**src/common/mdu_defs.vh**
```
// constants for the multiply/divide unit: register addresses, field positions, codes and counts
// assumes the special-function register port of an 8-bit core with 8-bit addresses
`ifndef MDU_DEFS_VH
`define MDU_DEFS_VH

// special-function register addresses
`define MDU_ADDR_BYTE0    8'hf9
`define MDU_ADDR_BYTE5    8'hfe
`define MDU_ADDR_ARITH    8'hff

// byte register indices, derived from the low address bits
`define MDU_IDX_BASE      3'h1
`define MDU_IDX_MD0       3'h0
`define MDU_IDX_MD1       3'h1
`define MDU_IDX_MD2       3'h2
`define MDU_IDX_MD3       3'h3
`define MDU_IDX_MD4       3'h4
`define MDU_IDX_MD5       3'h5

// arithmetic control register fields
`define MDU_ARC_SEQERR    7
`define MDU_ARC_OVF       6
`define MDU_ARC_DIR       5
`define MDU_ARC_SC_HI     4
`define MDU_ARC_SC_LO     0

// reset values
`define MDU_BYTE_RST      8'h00
`define MDU_SC_RST        5'h00
`define MDU_RDATA_IDLE    8'h00

// operation codes
`define MDU_OP_DIV32      3'h0
`define MDU_OP_DIV16      3'h1
`define MDU_OP_MUL        3'h2
`define MDU_OP_NORM       3'h3
`define MDU_OP_SHIFT      3'h4

// execution timing in system clock cycles
`define MDU_MUL_CYCLES    5'h0a
`define MDU_SHIFT_CYCLES  5'h03
`define MDU_DIV_STEPS32   5'h10
`define MDU_DIV_STEPS16   5'h08

`endif

```
**src/verilog/mdu_shift.v**
```verilog
// barrel shifter and leading-zero normaliser for the multiply/divide unit
// assumes a 32-bit operand held steady by the caller while the result is sampled
`timescale 1ns/1ps
`default_nettype none

module mdu_shift (
	// operand and control
	input  wire [31:0] opd,
	input  wire [4:0]  cnt,
	input  wire        dir_right,
	input  wire        norm,
	// results
	output reg  [31:0] res,
	output reg  [4:0]  lz,
	output reg         ovf
);

	integer i;

	// leading-zero count, then shift by it or by the given count
	always @* begin
		lz = 5'h00;
		for (i = 0; i < 32; i = i + 1) begin
			if (opd[i])
				lz = 5'h1f - i[4:0];
		end
		ovf = opd[31] | (opd == 32'h0000_0000);
		if (norm)
			res = ovf ? opd : (opd << lz);
		else if (dir_right)
			res = opd >> cnt;
		else
			res = opd << cnt;
	end

endmodule
`default_nettype wire

```
**src/verilog/mdu_div.v**
```verilog
// two-bits-per-cycle restoring divider, 32/16 or 16/16
// assumes a one-cycle start pulse with operands valid in that cycle
`timescale 1ns/1ps
`default_nettype none
`include "mdu_defs.vh"

module mdu_div (
	// clock and reset
	input  wire        mclk,
	input  wire        srst,
	// request
	input  wire        start,
	input  wire        wide,
	input  wire [31:0] dividend,
	input  wire [15:0] divisor,
	// answer
	output reg         done_r,
	output reg  [31:0] quo_r,
	output reg  [15:0] rem_r
);

	reg [15:0] dvs_r;
	reg [4:0]  steps_r;
	reg        run_r;
	reg [16:0] t;
	reg [15:0] r_nxt;
	reg [31:0] q_nxt;
	integer    k;

	// two shift-subtract steps per clock
	always @* begin
		r_nxt = rem_r;
		q_nxt = quo_r;
		t = 17'h0_0000;
		for (k = 0; k < 2; k = k + 1) begin
			t = {r_nxt, q_nxt[31]};
			q_nxt = {q_nxt[30:0], 1'b0};
			if (t >= {1'b0, dvs_r}) begin
				t = t - {1'b0, dvs_r};
				q_nxt[0] = 1'b1;
			end
			r_nxt = t[15:0];
		end
	end

	// operand capture and step counting; done pulses once
	always @(posedge mclk) begin
		if (srst) begin
			done_r  <= 1'b0;
			quo_r   <= 32'h0000_0000;
			rem_r   <= 16'h0000;
			dvs_r   <= 16'h0000;
			steps_r <= 5'h00;
			run_r   <= 1'b0;
		end else begin
			done_r <= 1'b0;
			if (start) begin
				quo_r   <= wide ? dividend : {dividend[15:0], 16'h0000};
				rem_r   <= 16'h0000;
				dvs_r   <= divisor;
				steps_r <= wide ? `MDU_DIV_STEPS32 : `MDU_DIV_STEPS16;
				run_r   <= 1'b1;
			end else if (run_r) begin
				quo_r   <= q_nxt;
				rem_r   <= r_nxt;
				steps_r <= steps_r - 5'h01;
				if (steps_r == 5'h01) begin
					run_r  <= 1'b0;
					done_r <= 1'b1;
				end
			end
		end
	end

endmodule
`default_nettype wire

```
**src/verilog/mdu_top.v**
```verilog
// multiply/divide unit: six operand bytes and an arithmetic control register on the core's register port
// assumes the core's register strobes are on mclk and last one cycle each
//
// How it works
// - load operands, execute, then read results back
// - byte0 write restarts sequencing and error window
// - 32-bit divide loads bytes 0-3, 16-bit divide bytes 0-1, then divisor 4,5
// - divisor high byte write starts division
// - quotient in bytes 0-3, remainder 4-5
// - last result read completes the operation
// - product lands in bytes 0-3
// - control write with zero count starts normalise
// - normalise removes leading zeros, count returned
// - control write with count, direction starts shift
// - error window: byte0 write to last read
// - out-of-order operand write sets sequence error
// - clean completed sequence clears sequence error
// - overflow: zero divisor, product overflow, normalised operand
// - multiply finishes in ten cycles
`timescale 1ns/1ps
`default_nettype none
`include "mdu_defs.vh"

module mdu_top (
	// clock and reset
	input  wire        mclk,
	input  wire        srst,
	// special-function register port
	input  wire [7:0]  sfr_addr,
	input  wire        sfr_wr,
	input  wire        sfr_rd,
	input  wire [7:0]  sfr_wdata,
	output reg  [7:0]  sfr_rdata_r,
	// status
	output reg         mdu_busy_r
);

	// load sequence states
	localparam LS_IDLE = 4'h0;
	localparam LS_M0   = 4'h1;
	localparam LS_D1   = 4'h2;
	localparam LS_D2   = 4'h3;
	localparam LS_D3   = 4'h4;
	localparam LS_D4L  = 4'h5;
	localparam LS_D4S  = 4'h6;
	localparam LS_MU4  = 4'h7;
	localparam LS_MU1  = 4'h8;

	// operation phases
	localparam PH_IDLE = 2'h0;
	localparam PH_LOAD = 2'h1;
	localparam PH_EXEC = 2'h2;
	localparam PH_READ = 2'h3;

	reg  [7:0]  md_r [0:5];
	reg  [4:0]  sc_r;
	reg         slr_r;
	reg         sequence_error_flag_r;
	reg         overflow_flag_r;
	reg         win_err_r;
	reg  [3:0]  ld_r;
	reg  [3:0]  ld_nxt;
	reg  [1:0]  ph_r;
	reg  [1:0]  ph_nxt;
	reg  [2:0]  op_r;
	reg  [2:0]  op_nxt;
	reg  [4:0]  cnt_r;
	reg  [2:0]  rstep_r;
	reg         go;
	reg         bad;
	reg         open;
	reg         adv;
	reg         acc_md;
	reg         acc_arc;
	reg         rd_adv;
	reg         fin;
	integer     n;

	wire        hit_md;
	wire        wr_md;
	wire        wr_arc;
	wire        rd_md;
	wire [2:0]  md_idx;
	wire [2:0]  exp_idx;
	wire        last_rd;
	wire        op_is_div;
	wire        exec_end;
	wire [31:0] opd32;
	wire [31:0] prod;
	wire [31:0] sh_res;
	wire [4:0]  sh_lz;
	wire        sh_ovf;
	wire        div_done;
	wire [31:0] div_quo;
	wire [15:0] div_rem;
	wire        div_start;

	// address decode
	assign hit_md = (sfr_addr >= `MDU_ADDR_BYTE0) && (sfr_addr <= `MDU_ADDR_BYTE5);
	assign md_idx = sfr_addr[2:0] - `MDU_IDX_BASE;
	assign wr_md  = sfr_wr & hit_md;
	assign rd_md  = sfr_rd & hit_md;
	assign wr_arc = sfr_wr & (sfr_addr == `MDU_ADDR_ARITH);

	// expected read order: short divide skips bytes 2 and 3
	assign op_is_div = (op_r == `MDU_OP_DIV32) || (op_r == `MDU_OP_DIV16);
	assign exp_idx   = ((op_r == `MDU_OP_DIV16) && (rstep_r >= `MDU_IDX_MD2)) ?
	                   (rstep_r + `MDU_IDX_MD2) : rstep_r;
	assign last_rd   = op_is_div ? (exp_idx == `MDU_IDX_MD5) : (exp_idx == `MDU_IDX_MD3);

	// arithmetic operands taken from the frozen byte registers
	assign opd32     = {md_r[3], md_r[2], md_r[1], md_r[0]};
	assign prod      = {md_r[1], md_r[0]} * {md_r[5], md_r[4]};
	assign exec_end  = op_is_div ? div_done : (cnt_r == 5'h00);
	assign div_start = go && ((op_nxt == `MDU_OP_DIV32) || (op_nxt == `MDU_OP_DIV16));

	// divider, fed with the divisor high byte as it is written
	mdu_div u_div (
		.mclk     (mclk),
		.srst     (srst),
		.start    (div_start),
		.wide     (op_nxt == `MDU_OP_DIV32),
		.dividend (opd32),
		.divisor  ({sfr_wdata, md_r[4]}),
		.done_r   (div_done),
		.quo_r    (div_quo),
		.rem_r    (div_rem)
	);

	// shifter and normaliser
	mdu_shift u_shift (
		.opd       (opd32),
		.cnt       (sc_r),
		.dir_right (slr_r),
		.norm      (op_r == `MDU_OP_NORM),
		.res       (sh_res),
		.lz        (sh_lz),
		.ovf       (sh_ovf)
	);

	// access sequencing: load order, start, read order and violations
	always @* begin
		ld_nxt  = ld_r;
		ph_nxt  = ph_r;
		op_nxt  = op_r;
		go      = 1'b0;
		bad     = 1'b0;
		open    = 1'b0;
		adv     = 1'b1;
		acc_md  = 1'b0;
		acc_arc = 1'b0;
		rd_adv  = 1'b0;
		fin     = 1'b0;
		if (wr_md && (md_idx == `MDU_IDX_MD0)) begin
			open   = 1'b1;
			acc_md = 1'b1;
			bad    = (ph_r != PH_IDLE);
			ld_nxt = LS_M0;
			ph_nxt = PH_LOAD;
		end else if (ph_r == PH_EXEC) begin
			bad = wr_md;
			if (exec_end)
				ph_nxt = PH_READ;
		end else if (wr_md) begin
			acc_md = 1'b1;
			case (ld_r)
				LS_M0: begin
					if (md_idx == `MDU_IDX_MD1)
						ld_nxt = LS_D1;
					else if (md_idx == `MDU_IDX_MD4)
						ld_nxt = LS_MU4;
					else
						adv = 1'b0;
				end
				LS_D1: begin
					if (md_idx == `MDU_IDX_MD2)
						ld_nxt = LS_D2;
					else if (md_idx == `MDU_IDX_MD4)
						ld_nxt = LS_D4S;
					else
						adv = 1'b0;
				end
				LS_D2: begin
					if (md_idx == `MDU_IDX_MD3)
						ld_nxt = LS_D3;
					else
						adv = 1'b0;
				end
				LS_D3: begin
					if (md_idx == `MDU_IDX_MD4)
						ld_nxt = LS_D4L;
					else
						adv = 1'b0;
				end
				LS_D4L: begin
					if (md_idx == `MDU_IDX_MD5) begin
						go     = 1'b1;
						op_nxt = `MDU_OP_DIV32;
					end else
						adv = 1'b0;
				end
				LS_D4S: begin
					if (md_idx == `MDU_IDX_MD5) begin
						go     = 1'b1;
						op_nxt = `MDU_OP_DIV16;
					end else
						adv = 1'b0;
				end
				LS_MU4: begin
					if (md_idx == `MDU_IDX_MD1)
						ld_nxt = LS_MU1;
					else
						adv = 1'b0;
				end
				LS_MU1: begin
					if (md_idx == `MDU_IDX_MD5) begin
						go     = 1'b1;
						op_nxt = `MDU_OP_MUL;
					end else
						adv = 1'b0;
				end
				default: adv = 1'b0;
			endcase
			if (!adv) begin
				bad    = (ph_r != PH_IDLE);
				ld_nxt = LS_IDLE;
				ph_nxt = PH_IDLE;
			end else if (go) begin
				ld_nxt = LS_IDLE;
				ph_nxt = PH_EXEC;
			end
		end else if (wr_arc) begin
			acc_arc = 1'b1;
			if (ld_r == LS_D3) begin
				go     = 1'b1;
				op_nxt = (sfr_wdata[`MDU_ARC_SC_HI:`MDU_ARC_SC_LO] == `MDU_SC_RST) ?
				         `MDU_OP_NORM : `MDU_OP_SHIFT;
				ld_nxt = LS_IDLE;
				ph_nxt = PH_EXEC;
			end else if (ph_r == PH_LOAD) begin
				bad    = 1'b1;
				ld_nxt = LS_IDLE;
				ph_nxt = PH_IDLE;
			end
		end else if (rd_md && (ph_r == PH_READ) && (md_idx == exp_idx)) begin
			rd_adv = 1'b1;
			if (last_rd) begin
				fin    = 1'b1;
				ph_nxt = PH_IDLE;
			end
		end
		// the execution phase accepts only a restart
		if ((ph_r == PH_EXEC) && !open)
			acc_arc = 1'b0;
	end

	// registers, execution and flags
	always @(posedge mclk) begin
		if (srst) begin
			for (n = 0; n < 6; n = n + 1)
				md_r[n] <= `MDU_BYTE_RST;
			sc_r        <= `MDU_SC_RST;
			slr_r       <= 1'b0;
			sequence_error_flag_r      <= 1'b0;
			overflow_flag_r      <= 1'b0;
			win_err_r   <= 1'b0;
			ld_r        <= LS_IDLE;
			ph_r        <= PH_IDLE;
			op_r        <= `MDU_OP_DIV32;
			cnt_r       <= 5'h00;
			rstep_r     <= 3'h0;
			sfr_rdata_r <= `MDU_RDATA_IDLE;
			mdu_busy_r  <= 1'b0;
		end else begin
			ld_r       <= ld_nxt;
			ph_r       <= ph_nxt;
			op_r       <= op_nxt;
			mdu_busy_r <= (ph_nxt == PH_EXEC);
			if (acc_md)
				md_r[md_idx] <= sfr_wdata;
			if (acc_arc) begin
				sc_r  <= sfr_wdata[`MDU_ARC_SC_HI:`MDU_ARC_SC_LO];
				slr_r <= sfr_wdata[`MDU_ARC_DIR];
			end
			// start: clear overflow, load fixed latency, rewind read order
			if (go) begin
				overflow_flag_r  <= 1'b0;
				rstep_r <= 3'h0;
				cnt_r   <= (op_nxt == `MDU_OP_MUL) ? (`MDU_MUL_CYCLES - 5'h01) :
				           (`MDU_SHIFT_CYCLES - 5'h01);
			end else if ((ph_r == PH_EXEC) && (cnt_r != 5'h00))
				cnt_r <= cnt_r - 5'h01;
			// result write-back at the end of execution
			if ((ph_r == PH_EXEC) && exec_end && !open) begin
				case (op_r)
					`MDU_OP_DIV32, `MDU_OP_DIV16: begin
						{md_r[3], md_r[2], md_r[1], md_r[0]} <= div_quo;
						{md_r[5], md_r[4]} <= div_rem;
						overflow_flag_r <= ({md_r[5], md_r[4]} == 16'h0000);
					end
					`MDU_OP_MUL: begin
						{md_r[3], md_r[2], md_r[1], md_r[0]} <= prod;
						overflow_flag_r <= (prod[31:16] != 16'h0000);
					end
					`MDU_OP_NORM: begin
						{md_r[3], md_r[2], md_r[1], md_r[0]} <= sh_res;
						sc_r   <= sh_ovf ? `MDU_SC_RST : sh_lz;
						overflow_flag_r <= sh_ovf;
					end
					default: begin
						{md_r[3], md_r[2], md_r[1], md_r[0]} <= sh_res;
					end
				endcase
			end
			if (rd_adv)
				rstep_r <= rstep_r + 3'h1;
			// error window opens on byte0, closes on the last read
			if (open)
				win_err_r <= 1'b0;
			else if (bad)
				win_err_r <= 1'b1;
			if (bad)
				sequence_error_flag_r <= 1'b1;
			else if (fin && !win_err_r)
				sequence_error_flag_r <= 1'b0;
			// read data
			if (sfr_rd) begin
				if (hit_md)
					sfr_rdata_r <= md_r[md_idx];
				else if (sfr_addr == `MDU_ADDR_ARITH)
					sfr_rdata_r <= {sequence_error_flag_r, overflow_flag_r, slr_r, sc_r};
				else
					sfr_rdata_r <= `MDU_RDATA_IDLE;
			end
		end
	end

endmodule
`default_nettype wire

```
**config.mk**
```make
export PLATFORM = sky130hd
export DESIGN_NAME = mdu_top
export DESIGN_NICKNAME = d
export VERILOG_FILES = /design/src/verilog/mdu_shift.v /design/src/verilog/mdu_div.v /design/src/verilog/mdu_top.v
export VERILOG_INCLUDE_DIRS = /design/src /design/src/common
export SDC_FILE = /design/constraint.sdc
export NUM_CORES = 2
export LEC_CHECK = 0
export BUFFER_PORTS_ARGS = -buffer_cell sky130_fd_sc_hd__buf_2
export CAP_MARGIN = 0
export CORE_MARGIN = 2
export CORE_UTILIZATION = 55
export DETAILED_ROUTE_END_ITERATION = 10
export PLACE_DENSITY = 0.85
export SYNTH_ARGS = -nofsm -noshare
export SYNTH_HDL_FRONTEND = slang
export SYNTH_SLANG_ARGS = --single-unit
```
**constraint.sdc**
```tcl
create_clock -name mclk -period 6.8 [get_ports mclk]
set_input_delay 1.36 -clock mclk [delete_from_list [all_inputs] [get_ports mclk]]
set_output_delay 1.36 -clock mclk [all_outputs]
set_load 0.05 [all_outputs]
```
==> metrics.log <==
[metrics] pin count of the biggest net entering global routing: 80
[metrics] number of setup violations in the final report: 0
[metrics] Core ar.: 44,410 µm²
[metrics] total standard cell area after synthesis: 24,860 µm²
[metrics] maximum level of the CTS H-tree: 4
[metrics] class of the tightest hold or removal check: reg2reg
[metrics] PortBufs: 28
[metrics] post-place setup slack: -82.61 ps
[metrics] horizontal die dimension: approximately 220 µm
[metrics] capturing element type of the critical path: register
[metrics] cell row count: 77
[metrics] setup slack of the critical path after layout: between 100 and 150 ps
[metrics] detailed-placement wirelength estimate: around 67 mm
[metrics] clock tree skew after final layout: 19.86 ps
[metrics] starting density of the core: 0.5598
[metrics] max-capacitance violation count: 0
[metrics] detailed-route DRC error count: 0
[metrics] Layout fillers: roughly 4,000
[metrics] maximum vdd ir drop: between 0.1 and 0.15 mV
[metrics] crit share post-route: 0.9797
[metrics] RSZ-0062 raised after global routing: yes
[metrics] register bit total from synthesis: approximately 150
[metrics] Max FO, Critical Path: 12
[metrics] switching part of the total power: 0.3121
[metrics] part of the power in registers: 0.429
[metrics] master cell of the clock root buffer: sky130_fd_sc_hd__clkbuf_16
[metrics] ratio of total power to cell area: ~80 nW/µm²
[metrics] clock network fraction of total power: 0.499
[metrics] Critical-path top delay cell: sky130_fd_sc_hd__fa_1
[metrics] part of the Yosys area used for sequential elements: 0.1240
[metrics] cts bufs inserted: 17
[metrics] wire length of the first global-routing pass: roughly 140 mm
[metrics] hold_buf cts: 0
[metrics] min cycle time layout: approximately 6700 ps
[metrics] remaining global-route overflow: 0
[metrics] Critical Path AT: between 6000 and 7000 ps
[metrics] crit path launch type: register
[metrics] Mapped Nets: approximately 3,600
[metrics] die extent in y: 216.6 µm
[metrics] CP most frequent cell: sky130_fd_sc_hd__fa_1
[metrics] clock latency on the worst-skew pair: 460 ps
[metrics] die area: 46,920 µm²
[metrics] synthesized instance count: about 3,200
[metrics] maximum clock frequency: 150.1 MHz
[metrics] Post-Layout Inst Area: around 27,000 µm²
[metrics] number of enable-type register cells in the synthesized netlist: 0
[metrics] number of antenna violations at the first check in global routing: 3
[metrics] YS warnings: 0
[metrics] Bufs on Longest Clock Path: 2
[metrics] count of unique library cells instantiated by Yosys: 92
[metrics] layout cells sized above 1: 0.1188
[metrics] transition time at the pin with the least slew margin: around 1200 ps
[metrics] power after layout: approximately 2100 µW
[metrics] number of nets still failing antenna checks after routing: 0
[metrics] via count of the first global-routing pass: between 20,000 and 25,000
[metrics] placer congestion estimate: approximately 1.1
[metrics] peak per-stage delay on the critical path: around 550 ps
[metrics] I/O pin count: 29
[metrics] result of the run: complete, no violations
[metrics] cell leakage power: approximately 0.012 µW
[metrics] GRT Resource Usage Total: 0.3947
[metrics] Worst-path clk slew: approximately 80 ps
[metrics] Layout Area Growth over Synthesis: 7.005%
[metrics] total via count after detailed routing: around 25,000
[metrics] Slew HR: 0.1570
[metrics] crit-path leading delay family: adder cells
[metrics] Pre-Repair DR Iteration Count: 8
[metrics] average instance area after synthesis: 7.738 µm²
[metrics] primary flip-flop cell chosen by synthesis mapping: sky130_fd_sc_hd__dfxtp_1
[metrics] Fin. Hold Viols: 0
[metrics] number of nets in the layout: roughly 3,500
[metrics] FFs w/ async S/R, synth: 0
[metrics] data required time at the worst endpoint: approximately 7000 ps
[metrics] ordered list of cells on the worst path: buf_4 -> nand2_1 -> fa_1 -> inv_1 -> fa_1 -> fa_1 -> inv_1 -> fa_1 -> inv_1 -> fa_1 -> fa_1 -> ha_1 -> a21o_1 -> a21oi_1 -> o211ai_1 -> a31o_2 -> o41ai_4 -> mux2i_1 -> or4_1 -> nor4_2 -> a31oi_1
[metrics] TritonCTS clock tree: built
[metrics] number of sinks driven by the clock tree: between 150 and 200
[metrics] Setup Crit Path Kind: reg2reg
[metrics] total internal power: roughly 1500 µW
[metrics] DR vias/cell: between 6 and 7
[metrics] drt wl/cell: around 25 µm
[metrics] number of buffers and inverters on the critical path: 4
[metrics] total routed wirelength: 92.91 mm
[metrics] switching power total: 658.7 µW
[metrics] initial drt markers: 3,770
[metrics] Post-Place Cell Area: around 26,000 µm²
[metrics] setup slack of the worst register-to-register path: between 100 and 150 ps
[metrics] max-slew violation count: 0
[metrics] portion of total power attributed to combinational logic: 0.072
==> sequential cells by signal, indices dropped and copies added (netlist names), 4 cells and up <==
register / cells
md_r: 48
u_div.quo_r: 32
u_div.dvs_r: 16
u_div.rem_r: 16
sfr_rdata_r: 8
cnt_r: 5
sc_r: 5
u_div.steps_r: 5
ld_r: 4
==> routing by layer <==
metal  track usage  wire length, µm  vias to the layer above
li1              -                -                    11063
met3        0.1100            11700                      550
met1        0.4938            34160                    11925
met5             0               87                        -
met4        0.2500             7436                        6
met2        0.6010            39530                     1873
==> cell families (layout without fill, tap and decap cells) <==
logic type	after synthesis	after routing	synth area share
AO/OA/AOI/OAI	759	759	0.2011
adder cells (fa/ha/maj)	342	342	0.2313
multiplexers	261	261	0.1314
XOR/XNOR	55	55	0.01968
flip-flops	154	154	0.1240
AND/OR/NAND/NOR	1077	1077	0.2035
buffers and inverters	565	500	0.08913
other	0	1	0
==> path summary, 6_finish.rpt <==
path | to | from | depth (start not counted)
worst min register to register | cnt_r[4] | cnt_r[4] | 2
worst min-delay path | cnt_r[4] | cnt_r[4] | 2
worst max-delay path | overflow_flag_r | md_r[36] | 21
worst max register to register | overflow_flag_r | md_r[36] | 21
==> tightest hold or removal path, cell delays in order (launching register included) <==
cell and delay [ps]:
sky130_fd_sc_hd__dfxtp_1 310, sky130_fd_sc_hd__o31ai_1 60, sky130_fd_sc_hd__nor3_1 40
==> cells in the mapped netlist, drive strengths merged, types with 11 or more instances <==
| cell type | count | area [µm²] |
|---|---|---|
| nor2 | 329 | 1240 |
| xor2 | 20 | 175.2 |
| mux2i | 180 | 1802 |
| mux4 | 49 | 1104 |
| nand4 | 15 | 93.84 |
| xnor2 | 35 | 314.1 |
| a211oi | 97 | 743.2 |
| a22o | 11 | 96.34 |
| a21o | 20 | 150.1 |
| or3 | 15 | 93.84 |
| a21oi | 219 | 1096 |
| o22ai | 34 | 212.7 |
| inv | 285 | 1070 |
| fa | 196 | 3924 |
| clkbuf | 208 | 783.3 |
| o21a | 25 | 187.7 |
| and2 | 134 | 838.3 |
| a31oi | 31 | 193.9 |
| nor4 | 36 | 244.0 |
| o21ai | 130 | 658.1 |
| and3 | 11 | 68.82 |
| mux2 | 32 | 360.4 |
| nand3 | 48 | 240.2 |
| ha | 146 | 1827 |
| nor2b | 29 | 181.4 |
| o221ai | 16 | 140.1 |
| a22oi | 20 | 150.1 |
| dfxtp | 154 | 3083 |
| or2 | 11 | 68.82 |
| nand2b | 18 | 112.6 |
| buf | 66 | 340.3 |
| o31ai | 13 | 97.59 |
| or4 | 17 | 131.4 |
| o211ai | 23 | 172.7 |
| a2111oi | 11 | 116.4 |
| a221oi | 17 | 155.1 |
| nand2 | 323 | 1215 |
| nor3 | 68 | 340.3 |
==> final cells by class <==
cell class / count / area, µm² / share of cell area
clock inverters: 15 / 209.0 / 0.007854
flip-flops and latches: 154 / 3115 / 0.1171
repair buffers: 177 / 1286 / 0.04835
clock buffers: 17 / 425.4 / 0.01599
inverters: 291 / 1092 / 0.04106
well taps: 592 / 740.7 / 0.02784
multi-input cells: 2494 / 19730 / 0.7417
diodes: 1 / 2.502 / 0.00009406
==> power groups by stage <==
stage	Combinational [µW]	Sequential [µW]	Clock [µW]
CTS	144	906	1040
finish	152	906	1050
floorplan	89.3	934	0
detailed placement	144	927	0
global placement	143	927	0
global route	156	906	1080
==> metrics by stage <==
stage	utilization	hold slack (ps)	TNS, ps	std cells
after floorplan	-	422.6	-59.48	3213
after global placement	0.5811	434.4	0	3707
after detailed placement	0.5811	436.4	-82.61	3707
after CTS	0.5955	448.7	0	3739
after global routing	0.5989	472.4	-140.5	3740
final	0.5990	452.5	0	3741
==> repair_timing <==
item | CTS | global route
pin swaps | 1 | 5
cloned | 0 | 0
endpoints found under the setup margin | 1 | 16
buffers inserted | 0 | 1
resized for setup | 5 | 41
==> cells in the final DEF, fill, tap and decap left out, types with 16 or more instances in the layout <==
cell type                   instances
sky130_fd_sc_hd__o22ai_1           33
sky130_fd_sc_hd__dfxtp_1          132
sky130_fd_sc_hd__ha_1             144
sky130_fd_sc_hd__a221oi_1          16
sky130_fd_sc_hd__buf_4            148
sky130_fd_sc_hd__a211oi_1          93
sky130_fd_sc_hd__a21oi_1          217
sky130_fd_sc_hd__a21o_1            20
sky130_fd_sc_hd__a22oi_1           20
sky130_fd_sc_hd__dfxtp_2           20
sky130_fd_sc_hd__inv_1            284
sky130_fd_sc_hd__or4_1             16
sky130_fd_sc_hd__nand2b_1          18
sky130_fd_sc_hd__o211ai_1          23
sky130_fd_sc_hd__nand3_1           48
sky130_fd_sc_hd__nand2_1          322
sky130_fd_sc_hd__nor2_1           326
sky130_fd_sc_hd__xnor2_1           34
sky130_fd_sc_hd__fa_1             196
sky130_fd_sc_hd__nor2b_1           29
sky130_fd_sc_hd__mux2i_1          179
sky130_fd_sc_hd__o21ai_0          120
sky130_fd_sc_hd__mux4_2            49
sky130_fd_sc_hd__nor4_1            29
sky130_fd_sc_hd__o21a_1            25
sky130_fd_sc_hd__buf_2             27
sky130_fd_sc_hd__nor3_1            66
sky130_fd_sc_hd__xor2_1            20
sky130_fd_sc_hd__mux2_2            32
sky130_fd_sc_hd__a31oi_1           31
sky130_fd_sc_hd__and2_1           133
sky130_fd_sc_hd__clkbuf_16         17
Power figures use the tool's default switching activity.
